**src/design/tmr_pkg.sv**
```systemverilog
// Package: register map, field layout and bus carriers of the 16-bit timer
package tmr_pkg;

    // ----------------------------------------------------------------
    // Register byte offsets (one aligned word each)
    // ----------------------------------------------------------------
    localparam int          ADDR_W       = 8;
    localparam logic [7:0]  OFS_CNT_LO   = 8'h00;
    localparam logic [7:0]  OFS_CNT_HI   = 8'h04;
    localparam logic [7:0]  OFS_CAP_LO   = 8'h08;
    localparam logic [7:0]  OFS_CAP_HI   = 8'h0C;
    localparam logic [7:0]  OFS_CMPA_LO  = 8'h10;
    localparam logic [7:0]  OFS_CMPA_HI  = 8'h14;
    localparam logic [7:0]  OFS_CMPB_LO  = 8'h18;
    localparam logic [7:0]  OFS_CMPB_HI  = 8'h1C;
    localparam logic [7:0]  OFS_CTRL_A   = 8'h20;
    localparam logic [7:0]  OFS_CTRL_B   = 8'h24;
    localparam logic [7:0]  OFS_FLAGS    = 8'h28;
    localparam logic [7:0]  OFS_MASK     = 8'h2C;
    localparam logic [7:0]  OFS_CMP_CTRL = 8'h30;

    // ----------------------------------------------------------------
    // Field positions
    // ----------------------------------------------------------------
    localparam int          CTRLB_FILT   = 7;  // capture_filter_enable
    localparam int          CTRLB_EDGE   = 6;  // 1 = rising edge captures
    localparam int          CTRLB_WGM_LO = 3;  // mode bits 3:2 at [4:3]
    localparam int          FLG_OVF      = 0;  // overflow_flag
    localparam int          FLG_CAP      = 5;  // capture_flag
    localparam int          CMPC_SEL     = 2;  // comparator_capture_select

    // ----------------------------------------------------------------
    // Reset values and constants
    // ----------------------------------------------------------------
    localparam logic [15:0] RST_16       = 16'h0000;
    localparam logic [7:0]  RST_8        = 8'h00;
    localparam logic [15:0] MAX_16       = 16'hFFFF;
    localparam logic [9:0]  RST_PRESC    = 10'h000;
    localparam int          FILT_LEN     = 4;

    // Clock source codes
    localparam logic [2:0]  CS_STOP      = 3'h0;
    localparam logic [2:0]  CS_DIV1      = 3'h1;
    localparam logic [2:0]  CS_DIV8      = 3'h2;
    localparam logic [2:0]  CS_DIV64     = 3'h3;
    localparam logic [2:0]  CS_DIV256    = 3'h4;
    localparam logic [2:0]  CS_DIV1024   = 3'h5;
    localparam logic [2:0]  CS_EXT_FALL  = 3'h6;

    // Count direction
    typedef enum logic {
        DIR_UP,
        DIR_DOWN
    } tmr_dir_e;

    // APB request and answer
    typedef struct packed {
        logic              psel;
        logic              penable;
        logic              pwrite;
        logic [ADDR_W-1:0] paddr;
        logic [31:0]       pwdata;
    } tmr_apb_req_s;

    typedef struct packed {
        logic [31:0] prdata;
        logic        pready;
        logic        pslverr;
    } tmr_apb_rsp_s;

    // Event inputs and interrupt acknowledges
    typedef struct packed {
        logic capture_input_pin;
        logic comparator_output;
        logic external_count_pin;
    } tmr_pins_s;

    typedef struct packed {
        logic ack_capture;
        logic ack_overflow;
    } tmr_ack_s;

    typedef struct packed {
        logic capture_irq;
        logic overflow_irq;
    } tmr_irq_s;

endpackage : tmr_pkg

```
**src/design/tmr_counter_capture.sv**
```systemverilog
// Module: 16-bit timer with byte-wise access, counter and input capture
`timescale 1ns/1ps
`default_nettype none

module tmr_counter_capture (
    // Clock, reset, enable
    input  wire  logic                 pclk,
    input  wire  logic                 presetn,
    input  wire  logic                 ce,
    // APB slave
    input  wire  tmr_pkg::tmr_apb_req_s apb_req,
    output var   tmr_pkg::tmr_apb_rsp_s apb_rsp,
    // Event pins and interrupt service
    input  wire  tmr_pkg::tmr_pins_s   pins,
    input  wire  tmr_pkg::tmr_ack_s    ack,
    output var   tmr_pkg::tmr_irq_s    irq
);
    import tmr_pkg::*;

    // ----------------------------------------------------------------
    // Operation notes
    // ----------------------------------------------------------------
    // Zero wait states; pready for one cycle
    // Read side effects at setup, writes at access
    // High bytes of counter and capture via latch
    // Compare high bytes read directly
    // Latch loads on low reads of counter, capture
    // Low writes commit latch and byte at once
    // Split byte pairs corrupt the shared latch
    // Unmapped or unaligned places: pslverr
    // Capture: sync, optional filter, edge detect
    // Filter runs on pclk, not on the prescaler
    // Filter adds four cycles of delay
    // Edge select: 1 rising, 0 falling
    // Filter and edge blind in ceiling modes
    // Capture writes only in ceiling modes
    // Each capture overwrites the last value
    // Source change can fake an edge; clear flag
    // Free prescaler: first tick may come early
    // Clock select zero stops counting only
    // Codes 6 and 7 count external pin edges
    // Counter write beats that edge's count step
    // Dual slope: overflow at bottom
    // Single slope: overflow at top or past MAX; modes 4 and 12 only at MAX
    // Flag set wins over a clear in one cycle
    // Interrupt lines track the next flag image
    // ce low freezes every flop, bus answer too
    // Limitation: no compare outputs or buffering
    // Limitation: single slope counter above ceiling runs to MAX

    // ----------------------------------------------------------------
    // State
    // ----------------------------------------------------------------
    typedef struct packed {
        // Counter, stored values and shared latch
        logic [15:0]   cnt;
        logic [15:0]   cap;
        logic [15:0]   cmpa;
        logic [15:0]   cmpb;
        logic [7:0]    tmp;
        // Software control and flags
        logic [7:0]    ctrl_a;
        logic [7:0]    ctrl_b;
        logic [7:0]    flags;
        logic [7:0]    mask;
        logic [7:0]    cmp_ctrl;
        // Count machinery
        tmr_dir_e      dir;
        logic [9:0]    presc;
        logic [1:0]    ext_sync;
        logic          ext_prev;
        // Capture path; filter keeps three past samples
        logic [1:0]    icp_sync;
        logic [1:0]    aco_sync;
        logic [FILT_LEN-2:0] filt;
        logic          filt_out;
        logic          edge_prev;
        // Registered outputs
        tmr_apb_rsp_s  rsp;
        tmr_irq_s      irq;
    } tmr_state_s;

    tmr_state_s r;
    tmr_state_s next_r;

    // ----------------------------------------------------------------
    // Decoded mode
    // ----------------------------------------------------------------
    // Mode decode
    logic [3:0]  wgm;
    logic [2:0]  cs;
    logic [15:0] top;
    logic        icr_top;
    logic        dual;
    logic        clr_top;

    // Tick and capture path
    logic        tick;
    logic        ovf_set;
    logic        trig;
    logic        filt_in;
    logic        edge_in;
    logic        cap_evt;

    // Bus decode
    logic        acc;
    logic        setup;
    logic        wr;
    logic [7:0]  wbyte;
    logic [7:0]  a;

    // Mode field split over both control registers
    assign wgm = {r.ctrl_b[CTRLB_WGM_LO+1:CTRLB_WGM_LO], r.ctrl_a[1:0]};
    assign cs  = r.ctrl_b[2:0];
    assign a   = apb_req.paddr;

    // Ceiling of the count sequence per mode
    // Modes 0 and 13 never clear at a ceiling
    always_comb begin
        icr_top = 1'b0;
        dual    = 1'b0;
        clr_top = 1'b1;
        top     = MAX_16;
        unique case (wgm)
            4'd1, 4'd5:   top = 16'h00FF;
            4'd2, 4'd6:   top = 16'h01FF;
            4'd3, 4'd7:   top = 16'h03FF;
            4'd4, 4'd9, 4'd11, 4'd15: top = r.cmpa;
            4'd8, 4'd10, 4'd12, 4'd14: begin
                top     = r.cap;
                icr_top = 1'b1;
            end
            default:      top = MAX_16;
        endcase
        if (wgm inside {4'd1, 4'd2, 4'd3, 4'd8, 4'd9, 4'd10, 4'd11}) begin
            dual = 1'b1;
        end
        if (wgm == 4'd0 || wgm == 4'd13) begin
            clr_top = 1'b0;
        end
    end

    // ----------------------------------------------------------------
    // Timer tick
    // ----------------------------------------------------------------
    // Tick select; prescaler taps chosen by low-bit patterns
    // Default branch is code 7, external rising
    always_comb begin
        unique case (cs)
            CS_STOP:     tick = 1'b0;
            CS_DIV1:     tick = 1'b1;
            CS_DIV8:     tick = &r.presc[2:0];
            CS_DIV64:    tick = &r.presc[5:0];
            CS_DIV256:   tick = &r.presc[7:0];
            CS_DIV1024:  tick = &r.presc[9:0];
            CS_EXT_FALL: tick = r.ext_prev & ~r.ext_sync[1];
            default:     tick = ~r.ext_prev & r.ext_sync[1];
        endcase
    end

    // ----------------------------------------------------------------
    // Capture path
    // ----------------------------------------------------------------
    // Trigger source, filter and edge detector
    // Source switched after sync so a change can itself look like an edge
    assign trig    = r.cmp_ctrl[CMPC_SEL] ? r.aco_sync[1] : r.icp_sync[1];
    assign filt_in = trig; // Newest of four filter samples
    assign edge_in = r.ctrl_b[CTRLB_FILT] ? r.filt_out : trig;
    assign cap_evt = !icr_top && (edge_in != r.edge_prev)
                   && (edge_in == r.ctrl_b[CTRLB_EDGE]);

    // ----------------------------------------------------------------
    // Bus decode
    // ----------------------------------------------------------------
    // Bus phases
    assign setup = apb_req.psel & ~apb_req.penable;
    assign acc   = apb_req.psel & apb_req.penable & r.rsp.pready;
    assign wr    = acc & apb_req.pwrite;
    assign wbyte = apb_req.pwdata[7:0];

    // ----------------------------------------------------------------
    // Next state
    // ----------------------------------------------------------------
    always_comb begin
        next_r = r;
        ovf_set = 1'b0;

        // Free prescaler and two-flop synchronisers
        next_r.presc    = r.presc + 10'd1;
        next_r.ext_sync = {r.ext_sync[0], pins.external_count_pin};
        next_r.ext_prev = r.ext_sync[1];
        next_r.icp_sync = {r.icp_sync[0], pins.capture_input_pin};
        next_r.aco_sync = {r.aco_sync[0], pins.comparator_output};

        // Filter samples every pclk, independent of prescaler
        next_r.filt = {filt_in, r.filt[FILT_LEN-2:1]};
        // Newest sample plus three stored keeps the delay at four cycles
        if ({filt_in, r.filt} == {FILT_LEN{filt_in}}) begin
            next_r.filt_out = filt_in;
        end
        next_r.edge_prev = edge_in;

        // Count sequence
        // Dual slope turns at the ceiling and reports at the bottom
        // Overflow only noted here; applied after all clears below
        if (tick) begin
            if (dual) begin
                if (r.dir == DIR_UP) begin
                    if (r.cnt >= top) begin
                        next_r.dir = DIR_DOWN;
                        next_r.cnt = r.cnt - 16'd1;
                    end else begin
                        next_r.cnt = r.cnt + 16'd1;
                    end
                end else if (r.cnt == RST_16) begin
                    next_r.dir          = DIR_UP;
                    next_r.cnt          = r.cnt + 16'd1;
                    ovf_set             = 1'b1;
                end else begin
                    next_r.cnt = r.cnt - 16'd1;
                end
            end else if (clr_top && r.cnt == top) begin
                next_r.cnt = RST_16;
                if ((wgm != 4'd4 && wgm != 4'd12) || r.cnt == MAX_16) begin
                    ovf_set = 1'b1;
                end
            end else begin
                next_r.cnt = r.cnt + 16'd1;
                if (r.cnt == MAX_16) begin
                    ovf_set = 1'b1;
                end
            end
        end

        // Answer prepared in setup; low reads load the latch there
        // Unmapped or unaligned places answer pslverr and read zero
        next_r.rsp.pready = 1'b0;
        if (setup) begin
            next_r.rsp.pready  = 1'b1;
            next_r.rsp.pslverr = 1'b0;
            next_r.rsp.prdata  = 32'h0000_0000;
            unique case (a)
                OFS_CNT_LO: begin
                    next_r.rsp.prdata[7:0] = r.cnt[7:0];
                    if (!apb_req.pwrite) begin
                        next_r.tmp = r.cnt[15:8];
                    end
                end
                OFS_CAP_LO: begin
                    next_r.rsp.prdata[7:0] = r.cap[7:0];
                    if (!apb_req.pwrite) begin
                        next_r.tmp = r.cap[15:8];
                    end
                end
                OFS_CNT_HI, OFS_CAP_HI: next_r.rsp.prdata[7:0] = r.tmp;
                OFS_CMPA_LO:  next_r.rsp.prdata[7:0] = r.cmpa[7:0];
                OFS_CMPA_HI:  next_r.rsp.prdata[7:0] = r.cmpa[15:8];
                OFS_CMPB_LO:  next_r.rsp.prdata[7:0] = r.cmpb[7:0];
                OFS_CMPB_HI:  next_r.rsp.prdata[7:0] = r.cmpb[15:8];
                OFS_CTRL_A:   next_r.rsp.prdata[7:0] = r.ctrl_a;
                OFS_CTRL_B:   next_r.rsp.prdata[7:0] = r.ctrl_b;
                OFS_FLAGS:    next_r.rsp.prdata[7:0] = r.flags;
                OFS_MASK:     next_r.rsp.prdata[7:0] = r.mask;
                OFS_CMP_CTRL: next_r.rsp.prdata[7:0] = r.cmp_ctrl;
                default:      next_r.rsp.pslverr = 1'b1;
            endcase
        end

        // Capture overwrites unconditionally
        if (cap_evt) begin
            next_r.cap = r.cnt;
        end

        // Writes take effect at the access edge
        // Capture low write dropped outside ceiling modes
        if (wr) begin
            unique case (a)
                OFS_CNT_HI, OFS_CAP_HI, OFS_CMPA_HI, OFS_CMPB_HI: begin
                    next_r.tmp = wbyte;
                end
                OFS_CNT_LO: begin
                    next_r.cnt = {r.tmp, wbyte};
                end
                OFS_CAP_LO: begin
                    if (icr_top) begin
                        next_r.cap = {r.tmp, wbyte};
                    end
                end
                OFS_CMPA_LO:  next_r.cmpa     = {r.tmp, wbyte};
                OFS_CMPB_LO:  next_r.cmpb     = {r.tmp, wbyte};
                OFS_CTRL_A:   next_r.ctrl_a   = wbyte;
                OFS_CTRL_B:   next_r.ctrl_b   = wbyte;
                OFS_MASK:     next_r.mask     = wbyte;
                OFS_CMP_CTRL: next_r.cmp_ctrl = wbyte;
                OFS_FLAGS:    next_r.flags    = r.flags & ~wbyte;
                default:      next_r.tmp      = r.tmp;
            endcase
        end

        // Service acknowledges clear flags
        if (ack.ack_capture) begin
            next_r.flags[FLG_CAP] = 1'b0;
        end
        if (ack.ack_overflow) begin
            next_r.flags[FLG_OVF] = 1'b0;
        end

        // Set beats clear, same cycle as the copy
        if (cap_evt) begin
            next_r.flags[FLG_CAP] = 1'b1;
        end
        if (ovf_set) begin
            next_r.flags[FLG_OVF] = 1'b1;
        end

        // Requests registered from the next flag image
        next_r.irq.capture_irq  = next_r.flags[FLG_CAP] & next_r.mask[FLG_CAP];
        next_r.irq.overflow_irq = next_r.flags[FLG_OVF] & next_r.mask[FLG_OVF];
    end

    // ----------------------------------------------------------------
    // State register; ce low freezes everything
    // ----------------------------------------------------------------
    always_ff @(posedge pclk or negedge presetn) begin
        if (!presetn) begin
            // Constants only in the reset branch
            r          <= '0;
            r.dir      <= DIR_UP;
            r.cnt      <= RST_16;
            r.cap      <= RST_16;
            r.tmp      <= RST_8;
            r.ctrl_b   <= RST_8;
            r.presc    <= RST_PRESC;
        end else if (ce) begin
            r <= next_r;
        end
    end

    // Outputs straight from state flops
    assign apb_rsp = r.rsp;
    assign irq     = r.irq;

endmodule : tmr_counter_capture

`default_nettype wire

```
**config.mk**
```make
export PLATFORM = sky130hd
export DESIGN_NAME = tmr_counter_capture
export DESIGN_NICKNAME = d
export VERILOG_FILES = /design/src/design/tmr_pkg.sv /design/src/design/tmr_counter_capture.sv
export SDC_FILE = /design/constraint.sdc
export NUM_CORES = 1
export LEC_CHECK = 0
export ABC_AREA = 1
export ABC_CLOCK_PERIOD_IN_PS = 2640
export BUFFER_PORTS_ARGS = -buffer_cell sky130_fd_sc_hd__buf_2
export CORE_UTILIZATION = 55
export CTS_BUF_LIST = sky130_fd_sc_hd__clkbuf_16
export CTS_CLUSTER_SIZE = 30
export DETAILED_ROUTE_END_ITERATION = 7
export GPL_ROUTABILITY_DRIVEN = 0
export GPL_TIMING_DRIVEN = 0
export PLACE_DENSITY = 0.89
export SKIP_LAST_GASP = 1
export SLEW_MARGIN = 0
export SYNTH_ARGS = -nofsm -noshare
export SYNTH_HDL_FRONTEND = slang
export SYNTH_SLANG_ARGS = --single-unit
```
**constraint.sdc**
```tcl
create_clock -name pclk -period 2.64 [get_ports pclk]
set_input_delay 0.132 -clock pclk [delete_from_list [all_inputs] [get_ports pclk]]
set_output_delay 0.132 -clock pclk [all_outputs]
set_load 0.02 [all_outputs]
```
Word level (Yosys, flattened, before mapping):

Cells that the tools add are included.

* reductions and logical operators: 36
* mux-type cells: 47
* eq/ne operators: 41
* $lt $le $gt $ge: 1
* add/subtract/negate cells: 3
* bitwise logic cells: 13

Operators by type and width (count)
* 2-to-1 mux 16 bit: 12
* 2-to-1 mux 112 bit: 1
* case mux 8 bit (12 select lines): 1
* case mux 16 bit (5 select lines): 1
* 2-to-1 mux 8 bit: 8
* == test 8 x 6 -> 1 bit, second input constant: 5
* == test 4 bit, second input constant: 8
* == test 8 x 5 -> 1 bit, second input constant: 4
* case mux 8 bit (2 select lines): 2
* AND reduction 3 bit: 9
* 2-to-1 mux 1 bit: 20
* adder 16 x 1 -> 16 bit, second input constant: 1
* == test 16 bit: 1
* == test 16 bit, second input constant: 1
* == test 4 x 3 -> 1 bit, second input constant: 4
* == test 8 x 4 -> 1 bit, second input constant: 2
* >= comparator 16 bit: 1
* zero test 16 bit: 1
* subtractor 16 x 1 -> 16 bit, second input constant: 1
* OR reduction 13 bit: 1
* OR reduction 4 bit: 3
* adder 10 x 1 -> 10 bit, second input constant: 1
* AND reduction 10 bit: 1
* == test 3 bit, second input constant: 3
* 29 further kinds: 49

* logic and storage cells: 167
* bits in registers: 147
* output and inout port bits: 36
* input port bits: 51

Depth between registers and ports, before layout:

* depth after elaboration: 13
* depth in mapped cells: 26
* gate-level depth less buffers: 25

Worst setup path before layout:

OpenSTA, ideal clock, no wires.

* path kind: reg-to-reg
* start point: register r[91] (netlist name)
* end point: register r[159] (netlist name)
* path buffers: 1
* required time: 2.524 ns
* data arrival time: 2.772 ns
* setup time: 0.116 ns
* cell stages (with the launch flop): 23
* period minus slack after synthesis: 2.888 ns
* setup slack: -0.248 ns
* path through: dfrtp_1 -> nor2_4 -> inv_1 -> nor2_1 -> a21oi_1 -> nand2_1 -> buf_2 -> inv_1 -> a221oi_1 -> ha_1 -> nand3_1 -> nor2_1 -> nand2_1 -> nor2_2 -> nor2_1 -> nand2_2 -> nand2_1 -> o21ai_0 -> nand2_1 -> nand2_1 -> nand2_1 -> nand2_1 -> nand2_1

* longest elaborated chain between the ends: 10
* elaborated cells on any way between the ends: 36
* classes of those cells: 1 x order compare; 16 x eq/ne; 10 x mux; 9 x reduce/logical

Ends and longest elaborated chain
* start: declaration: line tmr_counter_capture.sv:83 `tmr_state_s r;`
* start signal: assignment: line tmr_counter_capture.sv:335 `r <= next_r;`
* == test 4 bit, or another cell as far along: line tmr_counter_capture.sv:124, tmr_counter_capture.sv:135
* OR reduction 4 bit / OR reduction 2 bit (equally long branches): line tmr_counter_capture.sv:124 `unique case (wgm)`
* case mux 16 bit (5 select lines): line tmr_counter_capture.sv:124
* >= comparator 16 bit / == test 16 bit (equally long branches): line tmr_counter_capture.sv:209, tmr_counter_capture.sv:222
* 2-to-1 mux 16 bit / logical AND 1 bit (equally long branches): line tmr_counter_capture.sv:209, tmr_counter_capture.sv:222
* 2-to-1 mux 16 bit, on equally long branches: line tmr_counter_capture.sv:208, tmr_counter_capture.sv:222
* 2-to-1 mux 16 bit *: line tmr_counter_capture.sv:207 `if (dual) begin`
* 2-to-1 mux 16 bit *: line tmr_counter_capture.sv:206 `if (tick) begin`
* 2-to-1 mux 16 bit: line tmr_counter_capture.sv:277 `unique case (a)`
* 2-to-1 mux 112 bit *: line tmr_counter_capture.sv:276 `if (wr) begin`

Mark *: on every way between the ends. The rest lies on a longest branch, timed or not.
A chain may end at the register's enable or synchronous reset.

Final worst setup path:

* start point: register r[87] (netlist name)
* end point: register r[162] (netlist name)

Same word-level chain as after synthesis.

==> impl_metrics.toml <==
[status]
status = "finished with violations"
violations = "DRC, setup timing"

[floorplanning]
row_count = 47
die_area_sq_um = 17700
die_height_microns = 133
ios = 87
core_area_sq_um = 16700
start_util_pct = 56.6
die_w_microns = 133

[detailed_routing]
post-route-drc-count = 37
drt_pass1_iterations = 8
first_iter_violations = 1783
vias = 10290
via_per_inst = 6.29
drt_wl_total_mm = 33.1
wire_per_inst_microns = 20.2
ant_nets = 0

[placed_design]
dp_hpwl_mm = 21.4
post-place-ws_ns = -0.931
io_buffers = 38
placed_area_sq_um = 10100

[synth]
yosysSeqAreaShare_pct = 38.9
mappedNetlistArea_sq_um = 9450
synth_largest_area_cell = "dfrtp_1"
synth_cells = 1292
async_flop_share_pct = 100
synth_edf_count = 0
synth_cell_types = 49
ys_ff_latch = 147
yosysMostFrequentCell = "nand2_1"
avgSynthCellArea_sq_um = 7.31
yosysWarnings = 0
synth_area_leaders = "dfrtp_1 39%, nand2_1 13%, o21ai_0 7.8%"
synth_commonest_cells = "319 x nand2_1, 165 x inv_1, 147 x dfrtp_1, 147 x o21ai_0, 75 x nand3_1"
yosysTopAreaCellShare_pct = 38.9
yosys_most_used_dff = "dfrtp_1"

[sta]
setup_viol = 19
finalWorstSetupSlack_ns = -0.684
worst_slew_pin_slew_ns = 0.862
tns_ns = -10.95
finalCritPeriodShare_pct = 126
hold_viol = 0
maxSlewHeadroom_pct = 42.2
whs_ns = 0.0232
fmax_mhz = 301
finClkSkew_ns = 0.0140
min_period_ns = 3.32
rsz0062_at_grt = "yes"
maxSlewViolCount = 0

[setup_path]
worst-path-max-fanout = 9
crit_chain = "nor2_4 > nor2_2 > nand2_2 > clkinvlp_4 > a221oi_2 > ha_1 > nand3_2 > nand3_2 > nor2_2 > nand2_2 > nor2_4 > nand2_4 > nand2_4 > buf_6 > nor2_2 > o21bai_1 > nand2_1 > nand2_1 > nand2_1"
cpLargestDelayFamily = "simple AND/OR/NAND/NOR gates"
worstSetupPathType = "reg2reg"
cp-end-kind = "flop"
path_buf_inv = 2
startpoint_type = "flop"
arrival_ns = 3.66
max_stage_delay_ns = 0.49
cp_slowest_cell = "dfrtp_2"
required_ns = 2.98

[pwr]
p_int_mw = 4.70
p_sw_mw = 2.21
power_mw = 6.91
p_clk_share_pct = 40.2
seq_power_share_pct = 39.6
p_leak_nw = 5.57
p_per_area_nw_per_um2 = 613
p_comb_share_pct = 20.2
max-vdd-ir-drop_uv = 554
swShare_pct = 31.9

[worst_hold_path]
hold_path.class = "in2reg"

[clocking]
clock-sinks = 147
root_buffer = "clkbuf_16"
clock_latency_ns = 0.44
cts_inserted_buffers = 17
htreeDepth = 4
ctsLongestPathBuffers = 2
cts_tree = "yes"
clk_pin_slew_ns = 0.07

[global_routing]
grt_pass1_vias = 9515
grt_use_total_pct = 37.7
grt_max_degree = 83
overflow = 0
grt_pass1_wl_mm = 50.9
antenna_found_initial = 0

[cells_and_area]
nets = 1479
syn_to_final_growth_pct = 19.2
drive_above_1_share_pct = 18.1
antenna_cells = 0
stdcell_area_sq_um = 11300

[job]
drv_cap = 0
[cells by family (layout without fill, tap and decap cells)]
group,count (synthesis),in the layout,synth area share (%)
and+or+nand+nor,522,522,24.3
AOI/OAI and AO/OA,307,307,18.5
buffers and inverters,266,368,12.9
DFF,147,147,38.9
xor gates and xnor gates,28,28,2.60
adders and majority gates,21,21,2.78
other,1,24,0.0397
[final timing paths]
path                         endpoint  cells after the start  startpoint  slack (ns)
hold / removal                  r[82]                      2  apb_req[7]        0.02
setup / recovery               r[162]                     19       r[87]       -0.68
setup reg to reg               r[162]                     19       r[87]       -0.68
min in group asynchronous  apb_rsp[8]                      2     presetn        0.25
hold reg to reg            apb_rsp[6]                      2  apb_rsp[6]        0.48
max in group asynchronous  next_r[47]                      3     presetn        1.56
[per-stage QoR]
step,instances,util (%)
after global routing,1637,67.4
after floorplan,1315,-
final,1637,67.4
after global placement,1573,60.0
after detailed placement,1574,60.2
after CTS,1629,66.5
[cell type report]
class	instances	area (sq um)
fillers	1250	5440
multi-input cells	902	4880
flip-flops and latches	147	3680
inverters	176	671
plain buffers	89	562
repair buffers	74	538
clock buffers	17	425
well taps	220	275
clock inverters	12	230
[placed cells by master, fill, tap and decap left out, types with 17 or more instances in the layout]
master / Yosys / routed
xor2_1: 25 / 25
a21oi_1: 56 / 55
buf_2: 14 / 50
nor2_1: 71 / 63
nand3_1: 75 / 66
conb_1: 1 / 24
dfrtp_1: 147 / 145
o21ai_0: 147 / 143
buf_4: 40 / 59
clkbuf_1: 25 / 24
nand2_1: 319 / 306
clkbuf_16: 0 / 17
o22ai_1: 50 / 49
inv_1: 165 / 159
ha_1: 21 / 21
[flip-flops by register name (all words and copies together), names as in the netlist]
name     flops
next_r       6
r          126
irq          2
cs           3
apb_rsp     10
[power groups by stage]
stage,clock network (mW),logic (mW),registers [mW]
floorplan,0,0.904,2.67
global placement,0,1.20,2.73
detailed placement,0,1.26,2.74
CTS,2.74,1.31,2.71
global route,2.85,1.51,2.75
finish,2.78,1.40,2.73
[timing repair]
action,in CTS,in global routing
endpoints found under the hold margin,73,0
setup endpoints to repair,19,19
buffers inserted,16,9
resized for setup,49,24
gates cloned,1,0
pin swaps,24,28
hold buffers,9,0
[worst register-to-register path, stage by stage, from the launching register on]
cell	delay, ns
dfrtp_2	0.49
nor2_4	0.32
nor2_2	0.10
nand2_2	0.13
clkinvlp_4	0.21
a221oi_2	0.29
ha_1	0.32
nand3_2	0.09
nand3_2	0.09
nor2_2	0.15
nand2_2	0.10
nor2_4	0.14
nand2_4	0.10
nand2_4	0.11
buf_6	0.14
nor2_2	0.04
o21bai_1	0.18
nand2_1	0.11
nand2_1	0.08
nand2_1	0.04
[layer usage]
| layer | wire, microns | up-vias | part of all wire (%) | GRT usage, % |
|---|---|---|---|---|
| li1 | - | 4424 | - | - |
| met1 | 11400 | 4676 | 35 | 48.7 |
| met2 | 14300 | 914 | 43 | 56.7 |
| met3 | 4730 | 276 | 14 | 11.5 |
| met4 | 2620 | 0 | 7.9 | 20.1 |
| met5 | 0 | - | 0 | 0 |
(Power assumes the default switching activity.)
